### src/design/pcr_regs.svh
// register map, field positions, reset values and timing counts of the
// per-channel calibration register bank
// assumes a 7-bit register address and 16-bit register words
`ifndef PCR_REGS_SVH
`define PCR_REGS_SVH

// register addresses
`define PCR_ADDR_CAL_REQ   7'h10
`define PCR_ADDR_MAILBOX   7'h11
`define PCR_ADDR_STATE     7'h12
`define PCR_ADDR_TRIM      7'h13
`define PCR_ADDR_PEND_OFF  7'h20

// request field positions inside cal_request
`define PCR_REQ_PHASE_LSB  6
`define PCR_REQ_GAIN_LSB   4
`define PCR_REQ_OFFSET_LSB 2
`define PCR_XFER_GO        2'h2

// channel selector codes
`define PCR_SEL_CH0        3'h1
`define PCR_SEL_CH1        3'h2
`define PCR_SEL_CH2        3'h3
`define PCR_SEL_CH3        3'h4

// reset values
`define PCR_TRIM_RST       4'h7
`define PCR_CORR_RST       10'h200

// serial frame: 1 direction bit, 7 address bits, 16 data bits
`define PCR_HDR_BITS       5'h08
`define PCR_FRAME_BITS     5'h18

// cycles that one correction transfer takes
`define PCR_XFER_CYCLES    4

`endif

### src/design/pcr_pkg.sv
// types shared by the per-channel calibration register bank
// assumes the constants of pcr_regs.svh for field sizes
package pcr_pkg;

   // transfer sequencer states
   typedef enum logic [1:0] {
      PCR_SEQ_IDLE,
      PCR_SEQ_GAIN,
      PCR_SEQ_OFFSET,
      PCR_SEQ_PHASE
   } pcr_seq_t;

   // state of the register bank
   typedef struct packed {
      logic [3:0][5:0] cal_req;   // request fields, bits 7:2
      logic [3:0][3:0] trim;      // termination trim codes
      logic [3:0][9:0] pend_off;  // pending offset values
      logic [3:0][9:0] cur_off;   // current offset values
      logic [3:0][9:0] cur_gain;  // current gain values
      logic [3:0][9:0] cur_phase; // current phase values
      logic [3:0][2:0] pend;      // queued ops: 0 gain 1 offset 2 phase
      logic [3:0]      busy;      // per-channel busy flags
      pcr_seq_t        seq;       // sequencer state
      logic [1:0]      seq_ch;    // channel being served
      logic [7:0]      cnt;       // cycles spent in current op
   } pcr_state_t;

   // state of the serial port engine
   typedef struct packed {
      logic [1:0]  sclk_s;  // serial clock synchroniser
      logic [1:0]  csn_s;   // select synchroniser
      logic [1:0]  mosi_s;  // data-in synchroniser
      logic        sclk_d;  // delayed synchronised clock
      logic [4:0]  cnt;     // bits received in this frame
      logic [23:0] sh_in;   // received bits
      logic [15:0] sh_out;  // read data being shifted out
      logic        miso;    // data-out bit
      logic        wr_stb;  // write frame complete
   } pcr_spi_t;

endpackage : pcr_pkg

### src/design/pcr_spi_port.sv
// serial configuration port engine: samples the host pins on the system
// clock, collects frames and hands register reads and writes over
// assumes the serial clock is at most one eighth of the system clock
`timescale 1ns/1ns
`include "pcr_regs.svh"

module pcr_spi_port (
   // clock and reset
   input  wire logic        i_sys_clk,
   input  wire logic        i_rstn,
   // serial pins
   input  wire logic        i_spi_sclk,
   input  wire logic        i_spi_csn,
   input  wire logic        i_spi_mosi,
   output logic             o_spi_miso,
   // register side
   input  wire logic [15:0] i_rd_data,
   output logic [6:0]       o_rd_addr,
   output logic             o_wr_stb,
   output logic [6:0]       o_wr_addr,
   output logic [15:0]      o_wr_data
);

   pcr_pkg::pcr_spi_t r_reg;   // registered state
   pcr_pkg::pcr_spi_t r_next;  // next state
   logic              rise;    // serial clock rising edge
   logic              fall;    // serial clock falling edge

   // edges seen on the second synchroniser stage only
   assign rise = r_reg.sclk_s[1] & ~r_reg.sclk_d;
   assign fall = ~r_reg.sclk_s[1] & r_reg.sclk_d;

   // frame collection and read data shifting
   always_comb begin
      r_next        = r_reg;
      r_next.wr_stb = 1'b0;
      r_next.sclk_s = {r_reg.sclk_s[0], i_spi_sclk};
      r_next.csn_s  = {r_reg.csn_s[0], i_spi_csn};
      r_next.mosi_s = {r_reg.mosi_s[0], i_spi_mosi};
      r_next.sclk_d = r_reg.sclk_s[1];
      if (r_reg.csn_s[1]) begin
         // deselected: drop any partial frame
         r_next.cnt  = 5'h00;
         r_next.miso = 1'b0;
      end else if (rise && r_reg.cnt < `PCR_FRAME_BITS) begin
         // shift in one bit, write fires on the last one
         r_next.sh_in  = {r_reg.sh_in[22:0], r_reg.mosi_s[1]};
         r_next.cnt    = r_reg.cnt + 5'h01;
         r_next.wr_stb = (r_reg.cnt == `PCR_FRAME_BITS - 5'h01) &
                         ~r_reg.sh_in[22];
      end else if (fall && r_reg.cnt == `PCR_HDR_BITS) begin
         // header complete: present read data msb first
         r_next.miso   = i_rd_data[15];
         r_next.sh_out = {i_rd_data[14:0], 1'b0};
      end else if (fall && r_reg.cnt > `PCR_HDR_BITS) begin
         r_next.miso   = r_reg.sh_out[15];
         r_next.sh_out = {r_reg.sh_out[14:0], 1'b0};
      end
   end

   // state register
   always_ff @(posedge i_sys_clk) begin
      if (!i_rstn) begin
         r_reg       <= '0;
         r_reg.csn_s <= 2'h3;
      end else begin
         r_reg <= r_next;
      end
   end

   assign o_spi_miso = r_reg.miso;
   assign o_rd_addr  = r_reg.sh_in[6:0];
   assign o_wr_stb   = r_reg.wr_stb;
   assign o_wr_addr  = r_reg.sh_in[22:16];
   assign o_wr_data  = r_reg.sh_in[15:0];

endmodule : pcr_spi_port

### src/design/pcr_bank.sv
// per-channel calibration register bank: request, mailbox, state, trim
// and pending offset registers for four channels, plus the sequencer
// that moves pending corrections into the current ones
// assumes the channel selector code and standby state come from logic
// on the same clock, and the host reaches it over the serial port
//
// Functional notes
// - per-channel copies, access reaches selected one
// - selector 001..100 picks channel, else none
// - request register 0x10, fields bits 7:2
// - offset code 10 copies pending offset
// - gain code 10 copies pending gain
// - phase code 10 copies pending phase
// - request write launches, busy until done
// - request fields keep written value afterwards
// - transfers run gain, offset, phase serially
// - mailbox 0x11 read-only, busy in bit 0
// - state 0x12 bit 0 active flag
// - trim 0x13, 4-bit code, reset 0111
// - pending offset 0x20, 10 bits, reset 0x200
// - offset code passes through unchanged
// - pending write leaves active offset alone
`timescale 1ns/1ns
`include "pcr_regs.svh"

module pcr_bank #(
   parameter int unsigned XFER_CYCLES = `PCR_XFER_CYCLES
) (
   // clock and reset
   input  wire logic            i_sys_clk,
   input  wire logic            i_rstn,
   // serial configuration pins
   input  wire logic            i_spi_sclk,
   input  wire logic            i_spi_csn,
   input  wire logic            i_spi_mosi,
   output logic                 o_spi_miso,
   // channel context
   input  wire logic [2:0]      i_chan_sel,
   input  wire logic [3:0]      i_chan_active,
   input  wire logic [3:0][9:0] i_pend_gain,
   input  wire logic [3:0][9:0] i_pend_phase,
   // correction values in use and busy flags
   output logic [3:0][9:0]      o_cur_offset,
   output logic [3:0][9:0]      o_cur_gain,
   output logic [3:0][9:0]      o_cur_phase,
   output logic [3:0][3:0]      o_trim_code,
   output logic [3:0]           o_chan_busy
);

   // bit positions of queued operations
   localparam int unsigned OP_GAIN   = 0;
   localparam int unsigned OP_OFFSET = 1;
   localparam int unsigned OP_PHASE  = 2;

   pcr_pkg::pcr_state_t r_reg;   // registered state
   pcr_pkg::pcr_state_t r_next;  // next state

   logic [15:0] rd_data;  // word presented to the serial port
   logic [6:0]  rd_addr;  // address of the read in progress
   logic        wr_stb;   // one-cycle write strobe
   logic [6:0]  wr_addr;  // write address
   logic [15:0] wr_data;  // write data
   logic [2:0]  sel;      // decoded selector: valid bit and index
   logic        sel_ok;   // a channel is selected
   logic [1:0]  sel_ch;   // selected channel index

   // selector decode, only four codes reach a channel
   function automatic logic [2:0] decode_sel(input logic [2:0] code);
      logic [2:0] d;
      d = 3'h0;
      case (code)
         `PCR_SEL_CH0: d = 3'h4;
         `PCR_SEL_CH1: d = 3'h5;
         `PCR_SEL_CH2: d = 3'h6;
         `PCR_SEL_CH3: d = 3'h7;
         default:      d = 3'h0;
      endcase
      return d;
   endfunction : decode_sel

   // first queued operation in priority order, idle if none
   function automatic pcr_pkg::pcr_seq_t first_op(input logic [2:0] q);
      pcr_pkg::pcr_seq_t s;
      s = pcr_pkg::PCR_SEQ_IDLE;
      if (q[OP_GAIN]) begin
         s = pcr_pkg::PCR_SEQ_GAIN;
      end else if (q[OP_OFFSET]) begin
         s = pcr_pkg::PCR_SEQ_OFFSET;
      end else if (q[OP_PHASE]) begin
         s = pcr_pkg::PCR_SEQ_PHASE;
      end
      return s;
   endfunction : first_op

   // a request field asks for a transfer only with the go code
   function automatic logic is_go(input logic [1:0] f);
      return f == `PCR_XFER_GO;
   endfunction : is_go

   // register read mux for the selected channel
   function automatic logic [15:0] read_word(
      input logic [6:0]          a,
      input pcr_pkg::pcr_state_t s,
      input logic                ok,
      input logic [1:0]          ch,
      input logic [3:0]          act
   );
      logic [15:0] w;
      w = 16'h0000;
      if (ok) begin
         case (a)
            // request fields read back as written, bits 1:0 zero
            `PCR_ADDR_CAL_REQ:  w = {8'h00, s.cal_req[ch], 2'h0};
            // mailbox: busy flag only
            `PCR_ADDR_MAILBOX:  w = {15'h0000, s.busy[ch]};
            // channel state: 1 active, 0 standby
            `PCR_ADDR_STATE:    w = {15'h0000, act[ch]};
            `PCR_ADDR_TRIM:     w = {12'h000, s.trim[ch]};
            `PCR_ADDR_PEND_OFF: w = {6'h00, s.pend_off[ch]};
            // unmapped addresses read zero
            default:            w = 16'h0000;
         endcase
      end
      return w;
   endfunction : read_word

   // serial port engine
   pcr_spi_port u_spi (
      .i_sys_clk  (i_sys_clk),
      .i_rstn     (i_rstn),
      .i_spi_sclk (i_spi_sclk),
      .i_spi_csn  (i_spi_csn),
      .i_spi_mosi (i_spi_mosi),
      .o_spi_miso (o_spi_miso),
      .i_rd_data  (rd_data),
      .o_rd_addr  (rd_addr),
      .o_wr_stb   (wr_stb),
      .o_wr_addr  (wr_addr),
      .o_wr_data  (wr_data)
   );

   // channel routing from the selector code
   assign sel    = decode_sel(i_chan_sel);
   assign sel_ok = sel[2];
   assign sel_ch = sel[1:0];

   // read data routed from the selected copy only
   assign rd_data = read_word(rd_addr, r_reg, sel_ok, sel_ch,
                              i_chan_active);

   // next-state logic: sequencer first, then host writes, then the
   // choice of the next operation from the merged queue
   always_comb begin
      logic [2:0] newq;  // operations requested by this write
      logic       done;  // current operation finishes now
      logic [1:0] pick;  // lowest channel with queued work
      logic       any;   // some channel has queued work
      newq   = 3'h0;
      done   = 1'b0;
      pick   = 2'h0;
      any    = 1'b0;
      r_next = r_reg;

      // run the operation in progress
      if (r_reg.seq != pcr_pkg::PCR_SEQ_IDLE) begin
         done = r_reg.cnt == 8'(XFER_CYCLES - 1);
         if (!done) begin
            r_next.cnt = r_reg.cnt + 8'h01;
         end
      end

      // on completion copy the pending value and retire the op
      if (done) begin
         r_next.cnt = 8'h00;
         unique case (r_reg.seq)
            pcr_pkg::PCR_SEQ_GAIN: begin
               // gain copied from its pending source
               r_next.cur_gain[r_reg.seq_ch] =
                  i_pend_gain[r_reg.seq_ch];
               r_next.pend[r_reg.seq_ch][OP_GAIN] = 1'b0;
            end
            pcr_pkg::PCR_SEQ_OFFSET: begin
               // offset code copied unchanged, active only now
               r_next.cur_off[r_reg.seq_ch] =
                  r_reg.pend_off[r_reg.seq_ch];
               r_next.pend[r_reg.seq_ch][OP_OFFSET] = 1'b0;
            end
            pcr_pkg::PCR_SEQ_PHASE: begin
               // phase copied from its pending source
               r_next.cur_phase[r_reg.seq_ch] =
                  i_pend_phase[r_reg.seq_ch];
               r_next.pend[r_reg.seq_ch][OP_PHASE] = 1'b0;
            end
            pcr_pkg::PCR_SEQ_IDLE: begin
               r_next.cnt = 8'h00;
            end
         endcase
      end

      // host writes reach the selected channel only
      if (wr_stb && sel_ok) begin
         case (wr_addr)
            `PCR_ADDR_CAL_REQ: begin
               // fields stored as written, never cleared by hardware
               r_next.cal_req[sel_ch] =
                  wr_data[7:2];
               newq[OP_GAIN]   =
                  is_go(wr_data[`PCR_REQ_GAIN_LSB +: 2]);
               newq[OP_OFFSET] =
                  is_go(wr_data[`PCR_REQ_OFFSET_LSB +: 2]);
               newq[OP_PHASE]  =
                  is_go(wr_data[`PCR_REQ_PHASE_LSB +: 2]);
               // a new request joins any queued work; set beats clear
               r_next.pend[sel_ch] =
                  r_next.pend[sel_ch] | newq;
            end
            `PCR_ADDR_TRIM: begin
               r_next.trim[sel_ch] = wr_data[3:0];
            end
            `PCR_ADDR_PEND_OFF: begin
               // stored only, current offset untouched here
               r_next.pend_off[sel_ch] = wr_data[9:0];
            end
            // read-only and unmapped addresses ignore writes
            default: begin
               r_next.pend_off = r_next.pend_off;
            end
         endcase
      end

      // choose what runs next
      if (r_reg.seq == pcr_pkg::PCR_SEQ_IDLE || done) begin
         if (done && |r_next.pend[r_reg.seq_ch]) begin
            // finish the same channel before serving another
            r_next.seq = first_op(r_next.pend[r_reg.seq_ch]);
         end else begin
            // lowest-numbered channel with queued work
            for (int c = 3; c >= 0; c--) begin
               if (|r_next.pend[c]) begin
                  pick = 2'(c);
                  any  = 1'b1;
               end
            end
            r_next.seq_ch = pick;
            r_next.seq    = any ? first_op(r_next.pend[pick])
                                : pcr_pkg::PCR_SEQ_IDLE;
         end
      end

      // busy stands while any launched op of the channel is open
      for (int c = 0; c < 4; c++) begin
         r_next.busy[c] = |r_next.pend[c];
      end
   end

   // state register, reset values per field
   always_ff @(posedge i_sys_clk) begin
      if (!i_rstn) begin
         r_reg           <= '0;
         r_reg.trim      <= {4{`PCR_TRIM_RST}};
         r_reg.pend_off  <= {4{`PCR_CORR_RST}};
         r_reg.cur_off   <= {4{`PCR_CORR_RST}};
         r_reg.cur_gain  <= {4{`PCR_CORR_RST}};
         r_reg.cur_phase <= {4{`PCR_CORR_RST}};
      end else begin
         r_reg <= r_next;
      end
   end

   // outputs straight from the state register
   assign o_cur_offset = r_reg.cur_off;
   assign o_cur_gain   = r_reg.cur_gain;
   assign o_cur_phase  = r_reg.cur_phase;
   assign o_trim_code  = r_reg.trim;
   assign o_chan_busy  = r_reg.busy;

endmodule : pcr_bank

### config.mk
export PLATFORM = sky130hd
export DESIGN_NAME = pcr_bank
export DESIGN_NICKNAME = d
export VERILOG_FILES = /design/src/design/pcr_pkg.sv /design/src/design/pcr_spi_port.sv /design/src/design/pcr_bank.sv
export VERILOG_INCLUDE_DIRS = /design/src /design/src/design
export SDC_FILE = /design/constraint.sdc
export NUM_CORES = 1
export LEC_CHECK = 0
export BUFFER_PORTS_ARGS = -buffer_cell sky130_fd_sc_hd__buf_2
export CORE_ASPECT_RATIO = 0.9
export CORE_MARGIN = 1
export CORE_UTILIZATION = 60
export DETAILED_ROUTE_END_ITERATION = 6
export MAX_ROUTING_LAYER = met4
export PLACE_DENSITY = 0.91
export SYNTH_ARGS = -nofsm -noshare
export SYNTH_HDL_FRONTEND = slang
export SYNTH_SLANG_ARGS = --single-unit
### constraint.sdc
create_clock -name i_sys_clk -period 5.25 [get_ports i_sys_clk]
set_input_delay 0.2625 -clock i_sys_clk [delete_from_list [all_inputs] [get_ports i_sys_clk]]
set_output_delay 0.2625 -clock i_sys_clk [all_outputs]
set_load 0.05 [all_outputs]
[Word level (Yosys, flattened, before mapping)]
Cells that the tools add are included.
Word-level totals
  register bits after elaboration: 281
  output and inout bits: 141
Operators by class
  add/sub/neg operators: 2
  order comparisons: 7
  equality and inequality tests: 21
  muxes and demuxes: 75
  bitwise gates (word level): 18
  reductions and logical operators: 30
Operators by type and width (number)
  40-bit bitwise mux: 4
  10-bit binary-select mux with 2-bit select: 4
  10-bit 2-to-1 mux: 7
  10-bit one-hot mux with 5 select lines: 1
  7-bit by 5-bit == test with 1-bit output (second input constant): 6
  10-bit demux with 2-bit select: 2
  12-bit AND: 3
  12-bit 2-to-1 mux: 3
  12-bit inverter: 3
  12-bit one-hot mux with 3 select lines: 1
  17-bit 2-to-1 mux: 2
  2-bit 2-to-1 mux: 15
  24-bit bitwise mux: 1
  3-bit demux with 2-bit select: 4
  2-bit AND reduction: 10
  3-bit binary-select mux with 2-bit select: 3
  3-bit OR reduction: 6
  16-bit bitwise mux: 1
  3-bit 2-to-1 mux: 5
  7-bit by 6-bit == test with 1-bit output (second input constant): 2
  6-bit binary-select mux with 2-bit select: 1
  12-bit bitwise mux: 1
  6-bit demux with 2-bit select: 1
  6-bit 2-to-1 mux: 2
  29 further kinds: 65

[Logic depth before layout (Yosys ltp)]
Gate-level depths: netlist of the first run.
  depth after elaboration: 28
  mapped depth: 11

[Cells and area by module]
From an unflattened synthesis of the first run, not the netlist that was laid out.
Unflattened totals
  cell total of the unflattened synthesis: 1613
  area, all modules: 14232.4 µm²
By module, submodules not included
  pcr_bank: instances 1, cells an instance 1319, area each 11657.4 µm²
  pcr_spi_port: instances 1, cells an instance 294, area each 2575.0 µm²

[Worst setup path before layout of the first run]
Ideal clock, no wire load.
  kind: reg-to-reg
  start point: reg r_reg[0] (netlist name)
  end point: reg r_reg[10] (netlist name)
  setup time: 0.133 ns
  arrival time: 2.967 ns
  required time: 5.117 ns
  slack: 2.151 ns
  stages on the path, launching flop included: 12
  clock period less this slack: 3.099 ns
  path through: dfxtp_1 -> ha_1 -> or4b_4 -> buf_6 -> o41ai_2 -> o22a_2 -> nand3b_4 -> o31a_1 -> o41a_1 -> o221a_1 -> a21oi_2 -> o41ai_2
Between the ends
  longest elaborated chain between the ends: 23
Ends and longest elaborated chain
  from (decl): line pcr_bank.sv:55  | pcr_pkg::pcr_state_t r_reg;
  from (signal assigned): line pcr_bank.sv:266  | r_reg <= r_next;
  8-bit by 2-bit == test with 1-bit output *: line pcr_bank.sv:166  | done = r_reg.cnt == 8'(XFER_CYCLES - 1);
  1-bit 2-to-1 mux *: line pcr_bank.sv:165  | if (r_reg.seq != pcr_pkg::PCR_SEQ_IDLE) begin
  12-bit 2-to-1 mux: line pcr_bank.sv:173  | if (done) begin
  3-bit binary-select mux with 2-bit select: line pcr_bank.sv:215  | r_next.pend[sel_ch] | newq;
  3-bit 2-to-1 mux (implied by the code): line pcr_bank.sv:215
  3-bit bitwise OR: line pcr_bank.sv:215
  12-bit bitwise mux: line pcr_bank.sv:214  | r_next.pend[sel_ch] =
  12-bit 2-to-1 mux: line pcr_bank.sv:202  | case (wr_addr)
  (+7 left out)
  2-bit 2-to-1 mux: line pcr_bank.sv:232  | if (r_reg.seq == pcr_pkg::PCR_SEQ_IDLE || done) begin
  3-bit binary-select mux with 2-bit select: line pcr_bank.sv:245  | r_next.seq = any ? first_op(r_next.pend[pick])
  3-bit 2-to-1 mux (implied by the code): line pcr_bank.sv:245
  2-bit 2-to-1 mux: line pcr_bank.sv:89  | end else if (q[OP_PHASE]) begin
  2-bit 2-to-1 mux: line pcr_bank.sv:87  | end else if (q[OP_OFFSET]) begin
  2-bit 2-to-1 mux: line pcr_bank.sv:85  | if (q[OP_GAIN]) begin
  2-bit 2-to-1 mux: line pcr_bank.sv:245
  2-bit 2-to-1 mux: line pcr_bank.sv:233  | if (done && |r_next.pend[r_reg.seq_ch]) begin
Every way passes the cells marked *; elsewhere a longest branch is shown, timed or not. The select of a mux whose other input is x is not followed.
A chain may end at the register's enable or synchronous reset.

[Final worst setup path of the first run]
  start point: reg r_reg[8] (netlist name)
  end point: reg r_reg[10] (netlist name)
Between the ends
  longest elaborated chain between the ends: 28
Ends and longest elaborated chain
  2-bit by 3-bit < comparator with 1-bit output (implied by the code) / 2-bit by 1-bit >= comparator with 1-bit output (equally long branches): line pcr_bank.sv:180, pcr_bank.sv:186, pcr_bank.sv:192
  1-bit logical AND (implied by the code): line pcr_bank.sv:180, pcr_bank.sv:186, pcr_bank.sv:192
  1-bit 2-to-1 mux (implied by the code) (tied with other cells): line pcr_bank.sv:180  | r_next.pend[r_reg.seq_ch][OP_GAIN] = 1'b0;
  3-bit demux with 2-bit select, on equally long branches: line pcr_bank.sv:180, pcr_bank.sv:186, pcr_bank.sv:192
  12-bit inverter (no line)
  12-bit AND (no line)
  12-bit one-hot mux with 3 select lines: line pcr_bank.sv:175  | unique case (r_reg.seq)
  12-bit 2-to-1 mux: line pcr_bank.sv:173
  (+12 left out)
  2-bit 2-to-1 mux: line pcr_bank.sv:232
  3-bit binary-select mux with 2-bit select: line pcr_bank.sv:245
  3-bit 2-to-1 mux (implied by the code): line pcr_bank.sv:245
  2-bit 2-to-1 mux: line pcr_bank.sv:89
  2-bit 2-to-1 mux: line pcr_bank.sv:87
  2-bit 2-to-1 mux: line pcr_bank.sv:85
  2-bit 2-to-1 mux: line pcr_bank.sv:245
  2-bit 2-to-1 mux *: line pcr_bank.sv:233
Marked as above.

==> results.toml, run 1 <==
[outcome]
status = "finished clean"

[cts]
cts_buffers = 27
clockRootBuffer = "clkbuf_16"
path_clk_slew_ps = 60
cts_num_sinks = 280
ctsResizeCount = 0
cts_tree = "yes"
htreeDepth = 1
clk_path_buf_depth = 3
clock_latency_ps = 530

[critical_path]
r2r_slack_ps = 1230
path_cells = "nor2b_1 -> nand4_1 -> a22o_1 -> o31a_1 -> o41a_1 -> o221a_1 -> a21oi_2 -> o41ai_2"
rr_worst_depth = 8
critPathKind = "flip-flop to flip-flop"
crit_required_ps = 5640
start_kind = "flip-flop"
critPathCaptureType = "flip-flop"
cp_slowest_cell = "nor2b_1"
max_stage_delay_ps = 920
cp-endpoint = "r_reg[10]"
crit_fanout = 34
worstSetupStartpoint = "r_reg[8]"
rr_startpoint = "r_reg[8]"
reg2reg_to = "r_reg[10]"
worstPathArrival_ps = 4410

[global_routing]
antenna_found_initial = 0
grt_pass1_vias = 11000
grt_use_total_pct = 32.4
grt.overflow.total = 0
grt_max_degree = 114
grt_pass1_wl_um = 58600

[logic_synthesis]
ys_seq_area_share_pct = 41.3
ys_types = 65
ys.flop_type = "dfxtp_1"
synth_warnings = 0
synth_edf_count = 0
ys_ff_latch = 280
syn_nets = 1661
async_flop_share_pct = 0
synth.cell_area_mm2 = 0.0136
syn_inst = 1566
avgSynthCellArea_um2 = 8.66

[cells_and_area]
layout_common_cells = "nand2_1 (324), dfxtp_1 (279), buf_2 (231), a21boi_0 (143), mux2i_1 (89)"
area_growth_syn_to_layout_pct = 8.43
layout-drive-gt1-share_pct = 20.4
fin_nets = 1705
largest_reg_flops = 88
final_common_cell = "nand2_1"
insertedDiodeCount = 0

[die]
core_area_mm2 = 0.0219
die_w_um = 160
dieArea_mm2 = 0.0232
io_pins = 233
fp-row-count = 51
fp.dieH_um = 145
start_util_pct = 62.0

[sta]
rsz0062_at_grt = "no"
skew_ps = 13.2
min_period_ps = 4020
setup_viol = 0
max_freq_mhz = 249
setup_tns_ps = 0
hold_viol = 0
post-route-period-util_pct = 76.5
max_slew_margin_pct = 27.4
drv_slew = 0
tightest_slew_ps = 1090

[power]
p_int_uw = 3310
pwr-share-seq_pct = 50.8
p_leak_uw = 0.00559
swShare_pct = 21.1
power.total_uw = 4190
clockPowerShare_pct = 45.5
combPwrFrac_pct = 3.8
p_switching_uw = 884
powerDensity_mw_per_mm2 = 285
ir_worst_vdd_mv = 0.275

[drt]
routed_wl_um = 37000
drt_iter0_drc = 1464
viasPerCell = 6.01
routedWlPerCell_um = 19.3
dr.pass1.iters = 6
ant_nets = 0
drc = 0
vias = 11500

[placed_design]
portBuffers = 232
hpwl_um = 26000
place.gp.congestion = 0.930

[flow_run]
cap_violations = 0

[worst_hold_path]
hold_class = "input pin to flip-flop"
-- cell type report --
| type | count | area (µm²) |
|---|---|---|
| clock buffers | 36 | 769 |
| clock inverters | 4 | 73.8 |
| fillers | 1680 | 7180 |
| inverters | 7 | 26.3 |
| multi-input cells | 1044 | 6550 |
| flip-flops and latches | 280 | 5610 |
| well taps | 291 | 364 |
| repair buffers | 250 | 1310 |
-- per-layer routing --
layer	vias up	global-route usage (%)	routed length, µm
met4	0	10.1	998
met1	5477	42.5	15400
li1	5306	-	-
met2	632	52.0	17200
met5	-	-	0
met3	84	4.47	3360
-- through the flow --
stage / util, % / instance area, µm² / std cells / hold slack (ps) / setup slack [ps]
2_1_floorplan: - / 13600 / 1566 / 364 / 2150
3_3_place_gp: 63.2 / 13800 / 1869 / 390 / 1490
3_5_place_dp: 63.2 / 13800 / 1869 / 406 / 1280
4_1_cts: 67.2 / 14700 / 1912 / 125 / 1270
5_1_grt: 67.2 / 14700 / 1912 / 163 / 974
6_report: 67.2 / 14700 / 1912 / 154 / 1230
-- worst min path at each step --
stage | startpoint | endpoint | slack (ps) | cells after the start
5_1_grt | i_rstn | o_cur_phase[29] | 160 | 2
6_report | i_rstn | o_cur_phase[29] | 150 | 2
4_1_cts | i_rstn | o_cur_gain[39] | 120 | 2
2_1_floorplan | i_spi_csn | u_spi.r_next[51] | 360 | 1
3_5_place_dp | u_spi.r_next[51] | u_spi.r_reg[51] | 410 | 1
3_3_place_gp | u_spi.r_next[51] | u_spi.r_reg[51] | 390 | 1
-- what timing repair did --
action	4_1_cts	5_1_grt
buffers inserted	0	0
endpoints found under the hold margin	3	0
hold buffers	3	0
-- synth_stat cells (3+ instances only) --
master	n	area share, %
nand2_1	324	9.0
dfxtp_1	280	41
a21boi_0	143	7.9
buf_4	140	7.8
mux2i_1	89	6.6
clkbuf_1	87	2.4
nor2_1	78	2.2
nor2b_1	77	3.6
o21ai_0	53	2.0
nand3_1	46	1.7
a21oi_1	20	0.74
and2_1	20	0.92
mux4_2	20	3.3
a221oi_1	17	1.1
nand2b_1	14	0.65
a221o_1	13	0.96
nand4_1	13	0.60
nor3_1	11	0.41
a22oi_1	8	0.44
a31oi_1	7	0.32
buf_1	7	0.19
inv_1	7	0.19
nor4_1	6	0.28
or2_2	6	0.28
xor2_1	6	0.39
nor3b_1	5	0.28
o211ai_1	5	0.28
or3_1	5	0.23
a211oi_1	4	0.22
a22o_1	3	0.19
and3_1	3	0.14
ha_1	3	0.28
-- worst max-delay path, delay by kind of cell, from the launching register on --
kind | cells | cell delay, ps
compound gates | 6 | 1690
flops | 1 | 610
simple gates | 2 | 1600
-- power groups by stage --
| stage | clock [µW] | combinational (µW) | sequential [µW] |
|---|---|---|---|
| CTS | 1910 | 154 | 2130 |
| detailed placement | 0 | 152 | 2180 |
| global route | 2010 | 165 | 2130 |
| floorplan | 0 | 88.1 | 2170 |
| global placement | 0 | 149 | 2170 |
| finish | 1910 | 157 | 2130 |
-- cells by family after synthesis --
family | count (synthesis) | share of synthesized area, %
AO/OA/AOI/OAI | 301 | 16.0
XOR/XNOR | 8 | 0.517
adder cells (fa/ha/maj) | 3 | 0.277
buffers and inverters | 242 | 10.6
flip-flops | 280 | 41.3
multiplexers | 109 | 9.89
AND/OR/NAND/NOR | 623 | 21.3
Note: power is estimated with default switching activity, not from simulation.
==> inputs of run 2 (changes only) <==
--- a/config.mk
+++ b/config.mk
@@ -6,13 +6,14 @@
 export SDC_FILE = /design/constraint.sdc
 export NUM_CORES = 1
 export LEC_CHECK = 0
+export ABC_AREA = 1
 export BUFFER_PORTS_ARGS = -buffer_cell sky130_fd_sc_hd__buf_2
 export CORE_ASPECT_RATIO = 0.9
 export CORE_MARGIN = 1
-export CORE_UTILIZATION = 60
+export CORE_UTILIZATION = 56
 export DETAILED_ROUTE_END_ITERATION = 6
 export MAX_ROUTING_LAYER = met4
-export PLACE_DENSITY = 0.91
+export PLACE_DENSITY = 0.86
 export SYNTH_ARGS = -nofsm -noshare
 export SYNTH_HDL_FRONTEND = slang
 export SYNTH_SLANG_ARGS = --single-unit
==> constraint.sdc (replaced) <==
create_clock -name i_sys_clk -period 3.9 [get_ports i_sys_clk]
set_input_delay 0.195 -clock i_sys_clk [delete_from_list [all_inputs] [get_ports i_sys_clk]]
set_output_delay 0.195 -clock i_sys_clk [all_outputs]
set_load 0.05 [all_outputs]
==> run 2 against run 1 <==
  * Clock skew grew 4.8 ps
  * Combinational power grew 39%
  * Sequential cell count is the same
  * Die area grew 3.1%
  * Largest power group unchanged
  * Critical path depth grew 14
==> results.toml, run 2 <==
[cts]
ctsResizeCount = 0
path_clk_slew_ps = 70
postCtsHoldBufs = 3
cts_buffers = 28
cts_num_sinks = 280
postCtsSetupBuffers = 0
htreeDepth = 1
clk_path_buf_depth = 3
clock_latency_ps = 550
cts_tree = "yes"
clockRootBuffer = "clkbuf_16"

[global_routing]
grt_max_degree = 134
grt.overflow.total = 0
grt_use_total_pct = 28.9
grt_pass1_wl_um = 54200
grt_pass1_vias = 10400
antenna_found_initial = 0

[logic_synthesis]
synth_top_family_by_area = "compound AO/OA/AOI/OAI gates"
avgSynthCellArea_um2 = 7.48
synth_area_leaders = "dfxtp_1 (43%), a21oi_1 (8.1%), buf_4 (8.1%)"
synth_xor_area_share_pct = 0.134
synthSimpleGateAreaFrac_pct = 14.3
synthTopCellsByCount = "dfxtp_1 (280), inv_1 (228), a21oi_1 (211)"
yosys.area_share.adder_pct = 0.288
syn_nets = 1839
synth_edf_count = 0
syn_inst = 1744
ys_seq_area_share_pct = 42.9
ys.flop_type = "dfxtp_1"
synth.top_cell.area_share_pct = 42.9
synth_warnings = 0
ys_ff_latch = 280
synth.cell_area_mm2 = 0.0131
synthMuxAreaShare_pct = 0
yosysMostFrequentCell = "dfxtp_1"
synth-compound-area-share_pct = 24.4
async_flop_share_pct = 0
ys_types = 45
yosysTopAreaCell = "dfxtp_1"

[sta]
drv_slew = 0
hold_viol = 0
setup_tns_ps = 0
tightest_slew_ps = 1110
max_slew_margin_pct = 26.0
max_freq_mhz = 290
setup_viol = 0
post-route-period-util_pct = 88.4
rsz0062_at_grt = "no"
min_period_ps = 3450
setup_slack_ps = 451
skew_ps = 18.0

[cells_and_area]
fin_nets = 1896
final_common_cell = "dfxtp_1"
final_util_pct = 63.1
layout-drive-gt1-share_pct = 19.4
insertedDiodeCount = 0
finalNonFillerCells = 2119
area_growth_syn_to_layout_pct = 9.85
largest_reg_flops = 88
layout_common_cells = "dfxtp_1 (280), buf_2 (231), inv_1 (228), a21oi_1 (211), o21ai_0 (207)"

[power]
powerDensity_mw_per_mm2 = 405
ir_worst_vdd_mv = 0.291
p_leak_uw = 0.00614

[die]
start_util_pct = 57.5
core_area_mm2 = 0.0227
dieArea_mm2 = 0.0239
fp.dieH_um = 147
fp-row-count = 52
io_pins = 233
die_w_um = 163

[critical_path]
r2r_slack_ps = 450
crit_required_ps = 4310
critPathCaptureType = "flip-flop"
crit_fanout = 27
start_kind = "flip-flop"
worstPathArrival_ps = 3860
critPathKind = "flip-flop to flip-flop"

[drt]
ant_nets = 0
drt_iter0_drc = 1485
drc = 0
vias = 11800
routedWlPerCell_um = 16.5
viasPerCell = 5.58
routed_wl_um = 34900
dr.pass1.iters = 5

[outcome]
status = "finished clean"

[placed_design]
portBuffers = 232
dpl.cell_count = 2065
hpwl_um = 24200
place.gp.congestion = 0.939
pre_cts_slack_ps = 566

[worst_hold_path]
hold_class = "input pin to flip-flop"

[flow_run]
cap_violations = 0
==> run 2: cell count changes in the layout (fill, tap and decap cells not counted), sizes merged, moves of 15 or more <==
cell,delta
a211oi,+15
a21boi,-143
a21oi,+191
a22oi,+36
and2,-20
clkinv,+15
inv,+234
mux2i,-89
mux4,-20
nand2,-125
nand3,+34
nor2,+29
nor2b,-77
o21ai,+156
==> run 2: critical path: stages (launching register included) <==
cell     delay (ps)
dfxtp_1         460
nand2_1         360
inv_2           520
nand3_1         140
buf_4           230
nand3_1          80
nand2_1          90
inv_2            70
nand2_1          90
o21ai_2         230
nand2_2         120
nor2_4          170
nand2_4          90
nand2_4          90
inv_2            40
nand2_1          50
nand3_1          60
nand2_1         100
nand2_1          60
nand2_1          50
nand2_1          60
nand2_1          90
a21oi_2          50
==> run 2: final cells by class <==
cell class | count | area (µm²)
sequential | 280 | 5610
tap | 297 | 372
clock inverter | 12 | 87.6
inverter | 248 | 931
fill | 1923 | 8370
timing repair buffer | 260 | 1380
multi-input combinational | 983 | 5110
clock buffer | 39 | 853
==> run 2: cells by family after synthesis <==
kind of cell	Yosys count
AOI/OAI and AO/OA	559
buffers and inverters	481
and+or+nand+nor	419
DFF	280
adders and majority gates	3
xor gates and xnor gates	2
==> run 2: per-stage QoR <==
stage	cell area (µm²)	hold slack, ps	total power (µW)
after floorplan	13100	293	3050
after global placement	13400	377	3140
after detailed placement	13400	381	3140
after CTS	14300	31.0	5810
after global routing	14300	54.5	5960
final	14300	45.0	5810
==> run 2: power breakdown <==
part	internal, µW	switching (µW)
sequential	2860	4.18
combinational	73.9	145
clock	1580	1130
==> run 2: routing by layer <==
| metal | share of wire [%] | routed length (µm) | up-vias | GRT usage (%) |
|---|---|---|---|---|
| met4 | 2.8 | 963 | 0 | 8.74 |
| met3 | 9.1 | 3160 | 87 | 5.62 |
| met2 | 44 | 15300 | 535 | 42.3 |
| met5 | 0 | 0 | - | - |
| met1 | 44 | 15400 | 5427 | 40.2 |
| li1 | - | - | 5784 | - |
==> run 2: worst paths after layout <==
path                                        from                  end  cells after the start
worst max-delay path                    r_reg[9]            r_reg[10]                     22
worst min-delay path                      i_rstn  u_spi.o_wr_data[15]                      3
worst max register to register          r_reg[9]            r_reg[10]                     22
worst min register to register  u_spi.r_next[53]     u_spi.r_next[47]                      2
==> inputs of run 3 (changes only) <==
--- a/config.mk
+++ b/config.mk
@@ -6,14 +6,13 @@
 export SDC_FILE = /design/constraint.sdc
 export NUM_CORES = 1
 export LEC_CHECK = 0
-export ABC_AREA = 1
 export BUFFER_PORTS_ARGS = -buffer_cell sky130_fd_sc_hd__buf_2
 export CORE_ASPECT_RATIO = 0.9
-export CORE_MARGIN = 1
-export CORE_UTILIZATION = 56
+export CORE_MARGIN = 2
+export CORE_UTILIZATION = 57
 export DETAILED_ROUTE_END_ITERATION = 6
 export MAX_ROUTING_LAYER = met4
-export PLACE_DENSITY = 0.86
+export PLACE_DENSITY = 0.87
 export SYNTH_ARGS = -nofsm -noshare
 export SYNTH_HDL_FRONTEND = slang
 export SYNTH_SLANG_ARGS = --single-unit
==> run 3 against run 2 <==
  * Fmax down 1.7%
  * Combinational power decreased by 3%
  * Sequential cell count is the same
  * Global-route usage rose by 0.11 points
  * Via count is 4.2% lower
  * Wire length grew 4.2%
  * Critical endpoint unchanged
==> results.toml, run 3 (synthesis gave the netlist of run 1 again) <==
[global_routing]
antenna_found_initial = 1
grt_pass1_vias = 10900
grt_use_total_pct = 29.0
grt_max_degree = 142
grt_pass1_wl_um = 57500
grt.overflow.total = 0

[die]
dieArea_mm2 = 0.0250
die_w_um = 167
io_pins = 233
core_area_mm2 = 0.0233
start_util_pct = 58.1
fp-row-count = 53
fp.dieH_um = 150

[power]
power.total_uw = 6060
powerDensity_mw_per_mm2 = 400
p_leak_uw = 0.00587
ir_worst_vdd_mv = 0.353

[cells_and_area]
final_util_pct = 65.0
fin_nets = 1742
layout_common_cells = "nand2_1 (324), dfxtp_1 (279), buf_2 (231), a21boi_0 (143), mux2i_1 (89)"
finalNonFillerCells = 1970
area_growth_syn_to_layout_pct = 12.0
final_common_cell = "nand2_1"
layout-drive-gt1-share_pct = 22.6
largest_reg_flops = 88

[sta]
setup_viol = 0
post-route-period-util_pct = 89.9
drv_slew = 0
setup_tns_ps = 0
hold_ws_ps = 165
hold_viol = 0
skew_ps = 28.9
tightest_slew_ps = 1110
rsz0062_at_grt = "no"
max_freq_mhz = 285
max_slew_margin_pct = 25.7
min_period_ps = 3510

[critical_path]
critPathCaptureType = "flip-flop"
r2r_slack_ps = 390
cp-endpoint = "r_reg[10]"
start_kind = "flip-flop"
crit_required_ps = 4310
worstSetupStartpoint = "r_reg[0]"
rr_startpoint = "r_reg[0]"
critPathKind = "flip-flop to flip-flop"
worstPathArrival_ps = 3920
crit_fanout = 11
reg2reg_to = "r_reg[10]"
rr_worst_depth = 10

[placed_design]
dpl.cell_count = 1916
hpwl_um = 25700
portBuffers = 232
place.gp.congestion = 0.905

[cts]
clockRootBuffer = "clkbuf_16"
cts_num_sinks = 280
clock_latency_ps = 560
cts_buffers = 28
path_clk_slew_ps = 70
cts_tree = "yes"
htreeDepth = 1
clk_path_buf_depth = 3

[flow_run]
cap_violations = 0

[drt]
vias = 11300
ant_nets = 0
viasPerCell = 5.76
drc = 0
routedWlPerCell_um = 18.4
dr.pass1.iters = 6
drt_iter0_drc = 1205
routed_wl_um = 36300

[outcome]
status = "finished clean"

[worst_hold_path]
min_path_cells = 2
hold_class = "input pin to flip-flop"
[run 3: through the flow]
step,area (µm²),worst slack (ps)
2_1_floorplan,13600,801
3_3_place_gp,14100,461
3_5_place_dp,14100,440
4_1_cts,15200,428
5_1_grt,15200,188
6_report,15200,392
[run 3: where the power goes]
| part | internal [µW] | switching, µW | total, µW |
|---|---|---|---|
| Sequential | 2860 | 1.38 | 2860 |
| Clock | 1850 | 1130 | 2990 |
| Combinational | 97.3 | 114 | 212 |
[run 3: worst max-delay path, cell delays in order (launching register included)]
cell and delay, ps:
dfxtp_1 370, ha_1 250, or4b_4 600, o41ai_1 450, o22a_1 250, nand3_1 220, o31a_1 360, o41a_1 380
o221a_1 250, a21oi_2 180, o41ai_2 70
[run 3: worst min-delay path by stage]
| stage | from | endpoint | slack, ps |
|---|---|---|---|
| 4_1_cts | i_rstn | o_trim_code[5] | 140 |
| 3_3_place_gp | i_spi_csn | u_spi.r_next[51] | 380 |
| 5_1_grt | i_pend_phase[9] | o_cur_phase[29] | 190 |
| 2_1_floorplan | i_spi_csn | u_spi.r_next[51] | 300 |
| 6_report | i_rstn | r_reg[187] | 160 |
| 3_5_place_dp | i_spi_csn | u_spi.r_next[51] | 390 |
[run 3: final cells by class]
class,count,area (µm²)
multi-input combinational,1044,6540
clock buffer,33,759
clock inverter,17,283
timing repair buffer,286,1580
antenna,1,2.50
sequential,280,5610
tap,302,378
fill,1860,8160
inverter,7,26.3
[run 3: timing repair]
action	in CTS	in global routing
endpoints found under the hold margin	3	0
gates resized for setup	0	0
hold buffers	3	0
buffers inserted	0	0
[run 3: layer usage]
layer / share of wire [%] / global-route usage, %
met3: 9.1 / 5.76
met2: 47 / 47.6
met4: 3.0 / 9.66
met5: 0 / -
met1: 41 / 36.4
